File: config.mk
export PLATFORM = sky130hd
export DESIGN_NAME = video_port_tristate_and_cal_gate
export DESIGN_NICKNAME = d
export VERILOG_FILES = /design/src/rtl/vidport_pkg.sv /design/src/rtl/pad_if.sv /design/src/rtl/video_port_tristate_and_cal_gate.sv /design/src/rtl/pad_stage.sv
export SDC_FILE = /design/constraint.sdc
export NUM_CORES = 1
export LEC_CHECK = 0
export BUFFER_PORTS_ARGS = -buffer_cell sky130_fd_sc_hd__buf_2
export CAP_MARGIN = 20
export CORE_MARGIN = 2
export CORE_UTILIZATION = 34
export DETAILED_ROUTE_END_ITERATION = 10
export PLACE_DENSITY = 0.66
export SKIP_CTS_REPAIR_TIMING = 1
export SLEW_MARGIN = 20
export SYNTH_ARGS = -nofsm -noshare
export SYNTH_HDL_FRONTEND = slang
export SYNTH_SLANG_ARGS = --single-unit
File: constraint.sdc
create_clock -name sys_clk -period 1.41 [get_ports sys_clk]
set_input_delay 0.3525 -clock sys_clk [delete_from_list [all_inputs] [get_ports sys_clk]]
set_output_delay 0.3525 -clock sys_clk [all_outputs]
set_load 0.005 [all_outputs]
File: src/rtl/vidport_pkg.sv
// Constants and types shared by the video port control register bank
package vidport_pkg;

	// Register indices; byte address on the bus is four times the index
	localparam logic [7:0] REG_IDX_TRISTATE = 8'h55;
	localparam logic [7:0] REG_IDX_CAL      = 8'h80;
	localparam logic [7:0] REG_IDX_INIT     = 8'h88;

	// Field positions in video_output_tristate_ctrl
	localparam int TRI_BIT_ALL      = 4;
	localparam int TRI_BIT_VS_KEEP  = 3;
	localparam int TRI_BIT_HS_KEEP  = 2;
	localparam int TRI_BIT_PCK_KEEP = 1;
	localparam int TRI_BIT_EXT_KEEP = 0;
	localparam int TRI_W            = 5;

	// Values after reset
	localparam logic [TRI_W-1:0] TRI_RESET  = 5'h00;
	localparam logic [7:0]       CAL_RESET  = 8'h00;
	localparam logic [7:0]       INIT_RESET = 8'h00;

	// Codes of the calibration and initialization access fields
	localparam logic [7:0] CAL_ENABLE_CODE = 8'h05;
	localparam logic [7:0] CAL_IDLE_CODE   = 8'h00;
	localparam logic [7:0] INIT_OPEN_CODE  = 8'h01;
	localparam logic [7:0] INIT_SHUT_CODE  = 8'h00;

	// Video data width and bus widths
	localparam int DATA_W   = 10;
	localparam int WB_AW    = 10;
	localparam int WB_DW    = 32;
	localparam int WB_SW    = 4;

	// Bus slave phase
	typedef enum logic [1:0] {
		BUS_IDLE = 2'b00,
		BUS_ACK  = 2'b01
	} bus_phase_t;

endpackage : vidport_pkg

File: src/rtl/pad_if.sv
// Carrier between the register bank and its output pad stage
`timescale 1ns/100ps
interface pad_if;
	import vidport_pkg::*;

	logic              tristate_all;
	logic [3:0]        keep;
	logic              master_mode;
	logic              vsync_in;
	logic              hsync_in;
	logic              pclk_in;
	logic              extsync_in;
	logic [DATA_W-1:0] data_in;
	logic              vsync_q;
	logic              vsync_oe;
	logic              hsync_q;
	logic              hsync_oe;
	logic              pclk_q;
	logic              pclk_oe;
	logic              extsync_q;
	logic              extsync_oe;
	logic [DATA_W-1:0] data_q;
	logic              data_oe;

	modport ctrl (
		output tristate_all, keep, master_mode,
		output vsync_in, hsync_in, pclk_in, extsync_in, data_in,
		input  vsync_q, vsync_oe, hsync_q, hsync_oe, pclk_q, pclk_oe,
		input  extsync_q, extsync_oe, data_q, data_oe
	);

	modport stage (
		input  tristate_all, keep, master_mode,
		input  vsync_in, hsync_in, pclk_in, extsync_in, data_in,
		output vsync_q, vsync_oe, hsync_q, hsync_oe, pclk_q, pclk_oe,
		output extsync_q, extsync_oe, data_q, data_oe
	);

endinterface : pad_if

File: src/rtl/video_port_tristate_and_cal_gate.sv
// Video port tri-state control and gated pixel offset calibration registers
`timescale 1ns/100ps

// Contract
// - Global bit tri-states all video outputs
// - Keep bits win over global tri-state
// - Bit 3 keeps vsync driven, master mode
// - Bit 2 keeps hsync driven, master mode
// - Bit 1 keeps pixel clock driven, master
// - Bit 0 keeps external sync driven, master
// - Code 5 switches calibration circuits on
// - Calibration register reachable only at code 01
// - Access code 1 opens, 0 closes
module video_port_tristate_and_cal_gate
	import vidport_pkg::*;
(
	input  wire logic              sys_clk,
	input  wire logic              rst,
	// Classic Wishbone slave
	input  wire logic              wb_cyc_i,
	input  wire logic              wb_stb_i,
	input  wire logic              wb_we_i,
	input  wire logic [WB_AW-1:0]  wb_adr_i,
	input  wire logic [WB_SW-1:0]  wb_sel_i,
	input  wire logic [WB_DW-1:0]  wb_dat_i,
	output logic      [WB_DW-1:0]  wb_dat_o,
	output logic                   wb_ack_o,
	// Sensor timing state and internal video sources, same clock
	input  wire logic              master_mode,
	input  wire logic              vsync_src,
	input  wire logic              hsync_src,
	input  wire logic              pclk_src,
	input  wire logic              extsync_src,
	input  wire logic [DATA_W-1:0] data_src,
	// Digital video port pads
	output logic                   vsync_out,
	output logic                   vsync_oe,
	output logic                   hsync_out,
	output logic                   hsync_oe,
	output logic                   pclk_out,
	output logic                   pclk_oe,
	output logic                   extsync_out,
	output logic                   extsync_oe,
	output logic      [DATA_W-1:0] data_out,
	output logic                   data_oe,
	// Calibration circuit control
	output logic                   cal_circuit_en,
	output logic                   init_regs_open
);

	typedef struct packed {
		bus_phase_t       phase;
		logic             ack;
		logic [7:0]       rdat;
		logic [TRI_W-1:0] tri_ctrl;
		logic [7:0]       cal_code;
		logic [7:0]       init_code;
		logic             cal_on;
		logic             init_open;
	} bank_state_t;

	bank_state_t st_r;
	bank_state_t st_nxt;

	pad_if pads ();

	logic [7:0] word_idx;
	logic       req;
	logic       wr_byte;
	logic       hit_tri;
	logic       hit_cal;
	logic       hit_init;
	logic       gate_open;

	// Word index from the byte address; the low two address bits are ignored
	assign word_idx  = wb_adr_i[9:2];
	assign req       = wb_cyc_i & wb_stb_i;
	assign wr_byte   = wb_we_i & wb_sel_i[0];
	assign hit_tri   = (word_idx == REG_IDX_TRISTATE);
	assign hit_cal   = (word_idx == REG_IDX_CAL);
	assign hit_init  = (word_idx == REG_IDX_INIT);
	// Gate follows the stored access code, so the write that opens it takes
	// effect only for the following access
	assign gate_open = (st_r.init_code == INIT_OPEN_CODE);

	always_comb begin
		st_nxt = st_r;
		case (st_r.phase)
			BUS_IDLE: begin
				st_nxt.ack = 1'b0;
				if (req) begin
					st_nxt.phase = BUS_ACK;
					st_nxt.ack   = 1'b1;
					// Unmapped words and a closed calibration register read zero
					if (hit_tri) begin
						st_nxt.rdat = {3'h0, st_r.tri_ctrl};
					end else if (hit_cal && gate_open) begin
						st_nxt.rdat = st_r.cal_code;
					end else if (hit_init) begin
						st_nxt.rdat = st_r.init_code;
					end else begin
						st_nxt.rdat = 8'h00;
					end
				end
			end
			BUS_ACK: begin
				// Write commits at the edge where the master samples ack
				st_nxt.phase = BUS_IDLE;
				st_nxt.ack   = 1'b0;
				if (req && wr_byte) begin
					if (hit_tri) begin
						// Reserved bits are not stored
						st_nxt.tri_ctrl = wb_dat_i[TRI_W-1:0];
					end
					if (hit_cal && gate_open) begin
						st_nxt.cal_code = wb_dat_i[7:0];
					end
					if (hit_init) begin
						st_nxt.init_code = wb_dat_i[7:0];
					end
				end
			end
			default: begin
				st_nxt.phase = BUS_IDLE;
				st_nxt.ack   = 1'b0;
			end
		endcase
		// Only the exact enable code runs calibration; writing the idle code
		// stops it again
		st_nxt.cal_on    = (st_nxt.cal_code == CAL_ENABLE_CODE);
		st_nxt.init_open = (st_nxt.init_code == INIT_OPEN_CODE);
	end

	always_ff @(posedge sys_clk) begin
		if (rst) begin
			st_r.phase     <= BUS_IDLE;
			st_r.ack       <= 1'b0;
			st_r.rdat      <= 8'h00;
			st_r.tri_ctrl  <= TRI_RESET;
			st_r.cal_code  <= CAL_RESET;
			st_r.init_code <= INIT_RESET;
			st_r.cal_on    <= 1'b0;
			st_r.init_open <= 1'b0;
		end else begin
			st_r <= st_nxt;
		end
	end

	assign wb_ack_o       = st_r.ack;
	assign wb_dat_o       = {24'h000000, st_r.rdat};
	assign cal_circuit_en = st_r.cal_on;
	assign init_regs_open = st_r.init_open;

	// Keep bits feed the enable terms, gated by master_mode, overriding the global bit in master mode only
	assign pads.tristate_all = st_r.tri_ctrl[TRI_BIT_ALL];
	assign pads.keep         = st_r.tri_ctrl[3:0];
	assign pads.master_mode  = master_mode;
	assign pads.vsync_in     = vsync_src;
	assign pads.hsync_in     = hsync_src;
	assign pads.pclk_in      = pclk_src;
	assign pads.extsync_in   = extsync_src;
	assign pads.data_in      = data_src;

	// One register stage of latency from control write to pad enable
	pad_stage u_pad_stage (
		.sys_clk (sys_clk),
		.rst     (rst),
		.p       (pads)
	);

	assign vsync_out   = pads.vsync_q;
	assign vsync_oe    = pads.vsync_oe;
	assign hsync_out   = pads.hsync_q;
	assign hsync_oe    = pads.hsync_oe;
	assign pclk_out    = pads.pclk_q;
	assign pclk_oe     = pads.pclk_oe;
	assign extsync_out = pads.extsync_q;
	assign extsync_oe  = pads.extsync_oe;
	assign data_out    = pads.data_q;
	assign data_oe     = pads.data_oe;

endmodule : video_port_tristate_and_cal_gate

File: src/rtl/pad_stage.sv
// Registered output stage of the digital video port with enable logic
`timescale 1ns/100ps
module pad_stage
	import vidport_pkg::*;
(
	input wire logic sys_clk,
	input wire logic rst,
	pad_if.stage     p
);

	typedef struct packed {
		logic              vs;
		logic              vs_oe;
		logic              hs;
		logic              hs_oe;
		logic              pck;
		logic              pck_oe;
		logic              ext;
		logic              ext_oe;
		logic [DATA_W-1:0] dat;
		logic              dat_oe;
	} pad_state_t;

	pad_state_t st_r;
	pad_state_t st_nxt;

	always_comb begin
		st_nxt     = st_r;
		st_nxt.vs  = p.vsync_in;
		st_nxt.hs  = p.hsync_in;
		st_nxt.pck = p.pclk_in;
		st_nxt.ext = p.extsync_in;
		st_nxt.dat = p.data_in;
		// Data has no keep bit: it always follows the global control
		st_nxt.dat_oe = !p.tristate_all;
		// A keep bit only counts in master timing mode and wins over the global bit
		st_nxt.vs_oe  = !p.tristate_all | (p.master_mode & p.keep[TRI_BIT_VS_KEEP]);
		st_nxt.hs_oe  = !p.tristate_all | (p.master_mode & p.keep[TRI_BIT_HS_KEEP]);
		st_nxt.pck_oe = !p.tristate_all | (p.master_mode & p.keep[TRI_BIT_PCK_KEEP]);
		st_nxt.ext_oe = !p.tristate_all | (p.master_mode & p.keep[TRI_BIT_EXT_KEEP]);
	end

	always_ff @(posedge sys_clk) begin
		if (rst) begin
			st_r <= '{vs_oe: 1'b1, hs_oe: 1'b1, pck_oe: 1'b1, ext_oe: 1'b1,
				dat_oe: 1'b1, default: '0};
		end else begin
			st_r <= st_nxt;
		end
	end

	assign p.vsync_q    = st_r.vs;
	assign p.vsync_oe   = st_r.vs_oe;
	assign p.hsync_q    = st_r.hs;
	assign p.hsync_oe   = st_r.hs_oe;
	assign p.pclk_q     = st_r.pck;
	assign p.pclk_oe    = st_r.pck_oe;
	assign p.extsync_q  = st_r.ext;
	assign p.extsync_oe = st_r.ext_oe;
	assign p.data_q     = st_r.dat;
	assign p.data_oe    = st_r.dat_oe;

endmodule : pad_stage

==> results.txt, run 1 <==
----------------------------------------------------
[Floorplanning]
  DIE AREA ... 7400 um2
  Starting density of the core ... 35.6%
  Die outline height ... 86.0 um
  X dimension of the die ... between 80 and 90 um
  Area of the placeable core ... between 6000 and 7000 um2
  Std-Cell Rows ... 29
  Ports ... 120

[Worst hold path]
  Min-Delay Path Class ... primary input to flip-flop

[Global routing]
  Global Route Usage Sum ... between 10% and 20%
  Number of antenna violations at the first check in global routing ... 0
  Pin count of the biggest net entering global routing ... 22
  Total global routing overflow ... 0
  Via count of the first global-routing pass ... between 1500 and 2000
  Wire length of the first global-routing pass ... 8690 um

[Clock tree]
  CTS clock-pin slew for the worst setup and hold paths ... 0.09 ns
  TritonCTS sink count ... 52
  Maximum count of clock buffers along a single path ... 2
  Insertion delay to the later sink of the worst-skew pair ... 0.30 ns
  Number of H-tree levels ... 2
  Clock buffers created by TritonCTS ... 5
  TritonCTS clock tree ... built
  Root buffer cell ... sky130_fd_sc_hd__clkbuf_8

[STA]
  Maximum clock frequency ... around 0.70 GHz
  Final setup slack of the worst path ... -0.0156 ns
  Total count of hold-check failures in the final report ... 0
  Shortest period the worst path allows ... 1.43 ns
  Worst-case clock skew ... 0.00782 ns
  Part of the cycle the worst path needs ... 101%
  Total Neg Setup Slack ... -0.0237 ns
  Setup repair after global routing missed its margin ... yes
  # setup viols final ... 2
  Worst-case hold slack ... 0.257 ns
  Final number of max-transition violations ... 0

[Placed design]
  Total of buffers placed on input and output ports ... 66
  Final GP Congestion ... 0.868
  DP Worst Slack ... -0.221 ns
  # placed instances ... 404
  HPWL after detailed placement ... ~4100 um

[Critical path]
  Flop2flop setup slack ... -0.02 ns
  Endpoint of the worst register-to-register path ... st_r[10]$_SDFF_PP0_
  Maximum fanout encountered on the critical timing path ... 8
  Number of cell instances on the worst register-to-register path ... 5
  Crit. Startpoint ... st_r[3]$_SDFF_PP0_
  Start of the worst register-to-register path ... st_r[3]$_SDFF_PP0_
  Endpoint arrival time on the critical path ... approximately 1.7 ns
  Kind of end point of the critical path ... flip-flop
  Startpoint kind of the worst setup timing path ... flip-flop
  Type of the worst setup path ... flip-flop to flip-flop
  Critical path required time ... ~1.6 ns
  Capturing instance or port of the critical path ... st_r[10]$_SDFF_PP0_

[Routing]
  Routed via count divided by cell count ... 4.95
  Number of antenna-violating nets in the routed design ... 0
  Count of TritonRoute iterations in the first routing pass ... 4
  Final WL ... 5550 um
  Number of DRC violations after detailed routing ... 0
  WL/cell ... between 10 and 15 um
  First DRT Iteration DRCs ... between 100 and 150
  Vias ... 2045

[Job]
  Number of maximum-capacitance violations ... 0

[Status]
  Failing checks ... setup timing
  Outcome ... complete, but fails checks

[Synth]
  Sequential area share after synthesis ... 45.5%
  Post-synthesis register bit count ... 52
  Yosys warning count ... 0
  Cell Area, Synth ... ~2300 um2
  Post-synthesis instance total ... 260
  Post-Syn Area per Cell ... between 8 and 9 um2
  Synth unique cells ... 33

[Power and ir drop]
  VDD IR max ... roughly 500 uV
  Static power due to leakage ... 1.18 nW
  Ratio of total power to cell area ... 936 nW/um2

[Cells and area]
  Number of nets in the finished design ... 401
  Proportion of layout cells with a drive suffix above 1 ... roughly a third
  Antenna diodes ... 0
  Filler cell count ... 645
  Final Util ... 45.7%
  Synthesis-to-finish area growth ... 28.3%
  Non-filler instance count after layout ... between 400 and 500

----------------------------------------------------
==> registers in the layout, summed over array words and instances, names as in the netlist, 4 cells and up <==
| signal | cells |
|---|---|
| pads.keep | 4 |
| st_r | 17 |
| u_pad_stage.p.data_q | 10 |
| wb_dat_o | 8 |
==> layer usage <==
layer / vias up / GRT usage, % / wire length, um
li1: 1013 / - / -
met1: 932 / 19.0 / 2430
met2: 90 / 24.4 / 2540
met3: 10 / 3.66 / 464
met4: 0 / 5.48 / 111
met5: - / 0 / 0
==> where the power goes <==
| part | internal (W) | total [W] | switching [W] |
|---|---|---|---|
| clock network | 0.000527 | 0.00100 | 0.000476 |
| logic | 0.000106 | 0.000235 | 0.000129 |
| registers | 0.00150 | 0.00151 | 0.00000867 |
==> cells in the mapped netlist <==
cell type,n,area [um2]
sky130_fd_sc_hd__and4_1,1,8.76
sky130_fd_sc_hd__and2_1,2,12.5
sky130_fd_sc_hd__buf_1,1,3.75
sky130_fd_sc_hd__mux2i_1,1,10.0
sky130_fd_sc_hd__o211ai_1,1,7.51
sky130_fd_sc_hd__o41ai_1,1,8.76
sky130_fd_sc_hd__nor2_1,3,11.3
sky130_fd_sc_hd__nand3b_1,1,7.51
sky130_fd_sc_hd__nand3_1,20,100
sky130_fd_sc_hd__o31ai_1,4,30.0
sky130_fd_sc_hd__and4b_1,1,10.0
sky130_fd_sc_hd__o21ai_0,19,95.1
sky130_fd_sc_hd__a2111oi_2,1,15.0
sky130_fd_sc_hd__nand4_1,9,56.3
sky130_fd_sc_hd__nor4b_2,1,15.0
sky130_fd_sc_hd__nand4b_1,2,17.5
sky130_fd_sc_hd__nand3_2,1,10.0
sky130_fd_sc_hd__nor4_1,2,12.5
sky130_fd_sc_hd__buf_2,4,20.0
sky130_fd_sc_hd__dfxtp_1,52,1040
sky130_fd_sc_hd__a32oi_1,3,26.3
sky130_fd_sc_hd__buf_4,35,263
sky130_fd_sc_hd__nor3_1,3,15.0
sky130_fd_sc_hd__clkbuf_1,7,26.3
sky130_fd_sc_hd__nor4b_4,1,23.8
sky130_fd_sc_hd__a21oi_1,29,145
sky130_fd_sc_hd__a211oi_1,5,37.5
sky130_fd_sc_hd__conb_1,1,3.75
sky130_fd_sc_hd__nand2_1,20,75.1
sky130_fd_sc_hd__nor4b_1,4,35.0
sky130_fd_sc_hd__inv_1,5,18.8
sky130_fd_sc_hd__and3_1,2,12.5
sky130_fd_sc_hd__nor2b_1,18,113
==> logic make-up (layout without fill, tap and decap cells) <==
family / Yosys count / after routing / share of synthesized area [%]
buf+inv: 52 / 105 / 14.5
flops: 52 / 52 / 45.5
compound gates: 63 / 63 / 16.0
other cells: 1 / 24 / 0.164
simple gates: 91 / 91 / 23.4
mux: 1 / 1 / 0.438
==> worst max-delay path, stage by stage, from the launching register on <==
cell and delay (ns):
sky130_fd_sc_hd__dfxtp_2 0.34, sky130_fd_sc_hd__nor4_4 0.31, sky130_fd_sc_hd__nor2b_4 0.27, sky130_fd_sc_hd__clkbuf_16 0.18, sky130_fd_sc_hd__nand4_1 0.09, sky130_fd_sc_hd__a21oi_1 0.17
==> cell usage in the layout (no fill, tap or decap), types with 4 or more instances in the layout <==
master                      n
sky130_fd_sc_hd__conb_1    24
sky130_fd_sc_hd__a21oi_1   26
sky130_fd_sc_hd__nand3_1   19
sky130_fd_sc_hd__nand2_1   20
sky130_fd_sc_hd__nand4_1    9
sky130_fd_sc_hd__clkbuf_8   5
sky130_fd_sc_hd__o31ai_1    4
sky130_fd_sc_hd__buf_4     22
sky130_fd_sc_hd__o21ai_0   17
sky130_fd_sc_hd__nor2b_1   17
sky130_fd_sc_hd__a211oi_1   4
sky130_fd_sc_hd__dfxtp_1   50
sky130_fd_sc_hd__buf_2     66
sky130_fd_sc_hd__inv_1      5
==> stage by stage <==
| stage | area [um2] | total power [W] |
|---|---|---|
| after detailed placement | 2700 | 0.00177 |
| after global routing | 2930 | 0.00288 |
| after global placement | 2700 | 0.00177 |
| after CTS | 2810 | 0.00277 |
| final | 2930 | 0.00275 |
| after floorplan | 2400 | 0.00170 |
==> final cells by class <==
class	count	area, um2	area share (%)
sequential	52	1040	35.6
inverter	5	18.8	0.640
clock inverter	2	35.0	1.19
tap	77	96.3	3.28
timing repair buffer	92	567	19.3
clock buffer	6	72.6	2.47
multi-input combinational	179	1100	37.5
==> worst min-delay path by stage <==
stage / cells past startpoint / startpoint / to / slack, ns
final: 2 / hsync_src / u_pad_stage.p.hsync_q$_SDFF_PP0_ / 0.26
after detailed placement: 2 / wb_dat_o[6]$_SDFFE_PP0P_ / wb_dat_o[6]$_SDFFE_PP0P_ / 0.44
after global placement: 2 / wb_dat_o[5]$_SDFFE_PP0P_ / wb_dat_o[5]$_SDFFE_PP0P_ / 0.44
after floorplan: 2 / wb_dat_o[5]$_SDFFE_PP0P_ / wb_dat_o[5]$_SDFFE_PP0P_ / 0.43
after global routing: 2 / data_src[0] / u_pad_stage.p.data_q[0]$_SDFF_PP0_ / 0.26
after CTS: 2 / pclk_src / u_pad_stage.p.pclk_q$_SDFF_PP0_ / 0.25
(Power assumes the default switching activity.)
==> run 2: changes to the inputs <==
--- a/config.mk
+++ b/config.mk
@@ -8,9 +8,9 @@
 export BUFFER_PORTS_ARGS = -buffer_cell sky130_fd_sc_hd__buf_2
 export CAP_MARGIN = 20
 export CORE_MARGIN = 2
-export CORE_UTILIZATION = 34
+export CORE_UTILIZATION = 25
 export DETAILED_ROUTE_END_ITERATION = 10
-export PLACE_DENSITY = 0.66
+export SETUP_SLACK_MARGIN = 0.02
 export SKIP_CTS_REPAIR_TIMING = 1
 export SLEW_MARGIN = 20
 export SYNTH_ARGS = -nofsm -noshare
==> run 2 against run 1 <==
- the run ends with DRC left
- maximum frequency rose by 2.2%
- critical endpoint is now wb_dat_o[0]$_SDFFE_PP0P_
- clock power barely moved
- non-clock buffer count rose by 1
- sequential power barely moved
- final cell count rose by 7.7%
- global-route usage fell by 3.5 points
==> results.txt, run 2 (synthesis gave the netlist of run 1 again) <==
----------------------------------------------------
[Critical path]
  Startpoint kind of the worst setup timing path ... flip-flop
  Number of cell instances on the worst register-to-register path ... 4 (-1)
  Delay of the slowest cell on the worst path ... 0.35 ns (about the same)
  Endpoint arrival time on the critical path ... 1.60 ns (-0.05 ns)
  Master of the slowest instance on the critical path ... sky130_fd_sc_hd__dfxtp_2
  Type of the worst setup path ... flip-flop to flip-flop
  Start of the worst register-to-register path ... st_r[3]$_SDFF_PP0_
  Critical path required time ... 1.61 ns (-0.03 ns)
  Flop2flop setup slack ... 0.01 ns (+0.03 ns)
  Kind of end point of the critical path ... flip-flop
  Endpoint of the worst register-to-register path ... wb_dat_o[0]$_SDFFE_PP0P_
  Maximum fanout encountered on the critical timing path ... 4 (-4)
  Crit-path cells ... nor4_4, nor2b_4, nand3_2, a2111oi_2

[Clock tree]
  Maximum count of clock buffers along a single path ... 2 (unchanged)
  Root buffer cell ... sky130_fd_sc_hd__clkbuf_8
  Number of H-tree levels ... 2 (unchanged)
  TritonCTS clock tree ... built
  TritonCTS sink count ... 52 (unchanged)
  Insertion delay to the later sink of the worst-skew pair ... 0.30 ns (about the same)
  CTS clock-pin slew for the worst setup and hold paths ... 0.09 ns (about the same)
  Clock buffers created by TritonCTS ... 5 (unchanged)

[Status]
  Outcome ... complete, but fails checks
  Failing checks ... DRC

[Cells and area]
  Highest-count cells in the layout ignoring fill and taps ... sky130_fd_sc_hd__buf_2, sky130_fd_sc_hd__dfxtp_1, sky130_fd_sc_hd__a21oi_1
  Max FFs per register ... 17 (unchanged)
  Final Util ... 33.4% (-12 points)
  Biggest register ... st_r
  Antenna diodes ... 0 (unchanged)
  Filler cell count ... 920 (+43%)
  Non-filler instance count after layout ... 445 (+7.7%)
  Most frequent standard cell in the layout excluding fill and tap cells ... sky130_fd_sc_hd__buf_2
  Number of nets in the finished design ... 402 (+0.25%)
  Proportion of layout cells with a drive suffix above 1 ... 33.5% (-0.99 points)
  Synthesis-to-finish area growth ... 28.6%

[Routing]
  Vias ... 2065 (+0.98%)
  WL/cell ... 12.9 um (-3.8%)
  Number of antenna-violating nets in the routed design ... 0 (unchanged)
  Final WL ... 5750 um (+3.6%)
  Routed via count divided by cell count ... 4.64 (-6.3%)
  Number of DRC violations after detailed routing ... 1 (+1)
  First DRT Iteration DRCs ... 129 (-1.5%)
  Count of TritonRoute iterations in the first routing pass ... 9 (+5)

[STA]
  Setup repair after global routing missed its margin ... yes
  Maximum clock frequency ... 0.717 GHz (+2.2%)
  Total count of hold-check failures in the final report ... 0 (unchanged)
  Final number of max-transition violations ... 0 (unchanged)
  Worst-case clock skew ... 0.0101 ns (+0.00230 ns)
  Total Neg Setup Slack ... 0 ns (+0.0237 ns)
  # setup viols final ... 0 (-2)
  Final setup slack of the worst path ... 0.0146 ns (+0.0302 ns)
  Shortest period the worst path allows ... 1.40 ns (-0.0302 ns)
  Part of the cycle the worst path needs ... 99.0% (-2.1 points)

[Floorplanning]
  DIE AREA ... 9930 um2 (+34%)
  Die outline height ... 99.7 um (+16%)
  X dimension of the die ... 99.7 um (+16%)
  Ports ... 120 (unchanged)
  Std-Cell Rows ... 34 (+17%)
  Area of the placeable core ... 8810 um2 (+37%)
  Starting density of the core ... 26.0% (-9.6 points)

[Placed design]
  DP Worst Slack ... -0.242 ns (-0.0210 ns)
  Total of buffers placed on input and output ports ... 66 (unchanged)
  # placed instances ... 435 (+7.7%)
  Final GP Congestion ... 0.862 (-0.71%)
  HPWL after detailed placement ... 4430 um (+8.5%)

[Worst hold path]
  Min-Delay Path Class ... primary input to flip-flop
  Startpoint of the worst hold path ... data_src[0]
  Number of instances on the worst hold path ... 2 (unchanged)
  Hold Path End ... u_pad_stage.p.data_q[0]$_SDFF_PP0_

[Global routing]
  Wire length of the first global-routing pass ... 9110 um (+4.8%)
  Global Route Usage Sum ... 11.4% (-3.5 points)
  Total global routing overflow ... 0 (unchanged)
  Pin count of the biggest net entering global routing ... 22 (unchanged)
  Via count of the first global-routing pass ... 1925 (+3.3%)
  Number of antenna violations at the first check in global routing ... 0 (unchanged)

[Power and ir drop]
  Ratio of total power to cell area ... 942 nW/um2 (+0.62%)
  VDD IR max ... 457 uV (-8.7%)
  Static power due to leakage ... 1.19 nW (+0.31%)

[Job]
  Number of maximum-capacitance violations ... 0 (unchanged)

----------------------------------------------------
run 2: metal layers:
metal	GRT usage, %	vias to the layer above	part of all wire (%)
li1	-	1018	-
met1	14.6	956	44
met3	3.44	6	7.6
met4	4.95	0	1.5
met2	17.9	85	47
met5	0	-	0
run 2: worst max path at each step:
| stage | from | end | slack (ns) | depth (start not counted) |
|---|---|---|---|---|
| global route | st_r[3]$_SDFF_PP0_ | wb_dat_o[0]$_SDFFE_PP0P_ | -0.04 | 4 |
| CTS | st_r[6]$_SDFF_PP0_ | st_r[17]$_SDFF_PP0_ | -0.07 | 5 |
| floorplan | wb_adr_i[7] | wb_dat_o[0]$_SDFFE_PP0P_ | -0.03 | 5 |
| finish | st_r[3]$_SDFF_PP0_ | wb_dat_o[0]$_SDFFE_PP0P_ | 0.01 | 4 |
| detailed placement | wb_adr_i[7] | init_regs_open$_SDFF_PP0_ | -0.24 | 4 |
| global placement | wb_adr_i[7] | st_r[17]$_SDFF_PP0_ | -0.24 | 6 |
run 2: through the flow:
stage / hold WS (ns) / instance area, um2 / total power [W]
detailed placement: 0.441 / 2750 / 0.00178
CTS: 0.242 / 2860 / 0.00281
finish: 0.255 / 2940 / 0.00277
global placement: 0.438 / 2750 / 0.00178
floorplan: 0.426 / 2400 / 0.00170
global route: 0.241 / 2940 / 0.00290
run 2: report_power, final:
part | switching [W] | internal [W]
registers | 0.00000968 | 0.00150
logic | 0.000129 | 0.000111
clock network | 0.000484 | 0.000537
total | 0.000622 | 0.00215
run 2: cell type report:
type                       count  area, um2  share of cell area, %
inverter                       5       18.8                  0.638
tap                          108        135                   4.60
timing repair buffer          93        573                   19.5
sequential                    52       1040                   35.5
multi-input combinational    179       1060                   36.0
clock buffer                   6       72.6                   2.47
clock inverter                 2       38.8                   1.32
run 2: worst max-delay path, delay by kind of cell (launching register included):
family / cells / cell delay (ns)
AO/OA/AOI/OAI: 1 / 0.28
flip-flops: 1 / 0.35
AND/OR/NAND/NOR: 3 / 0.67
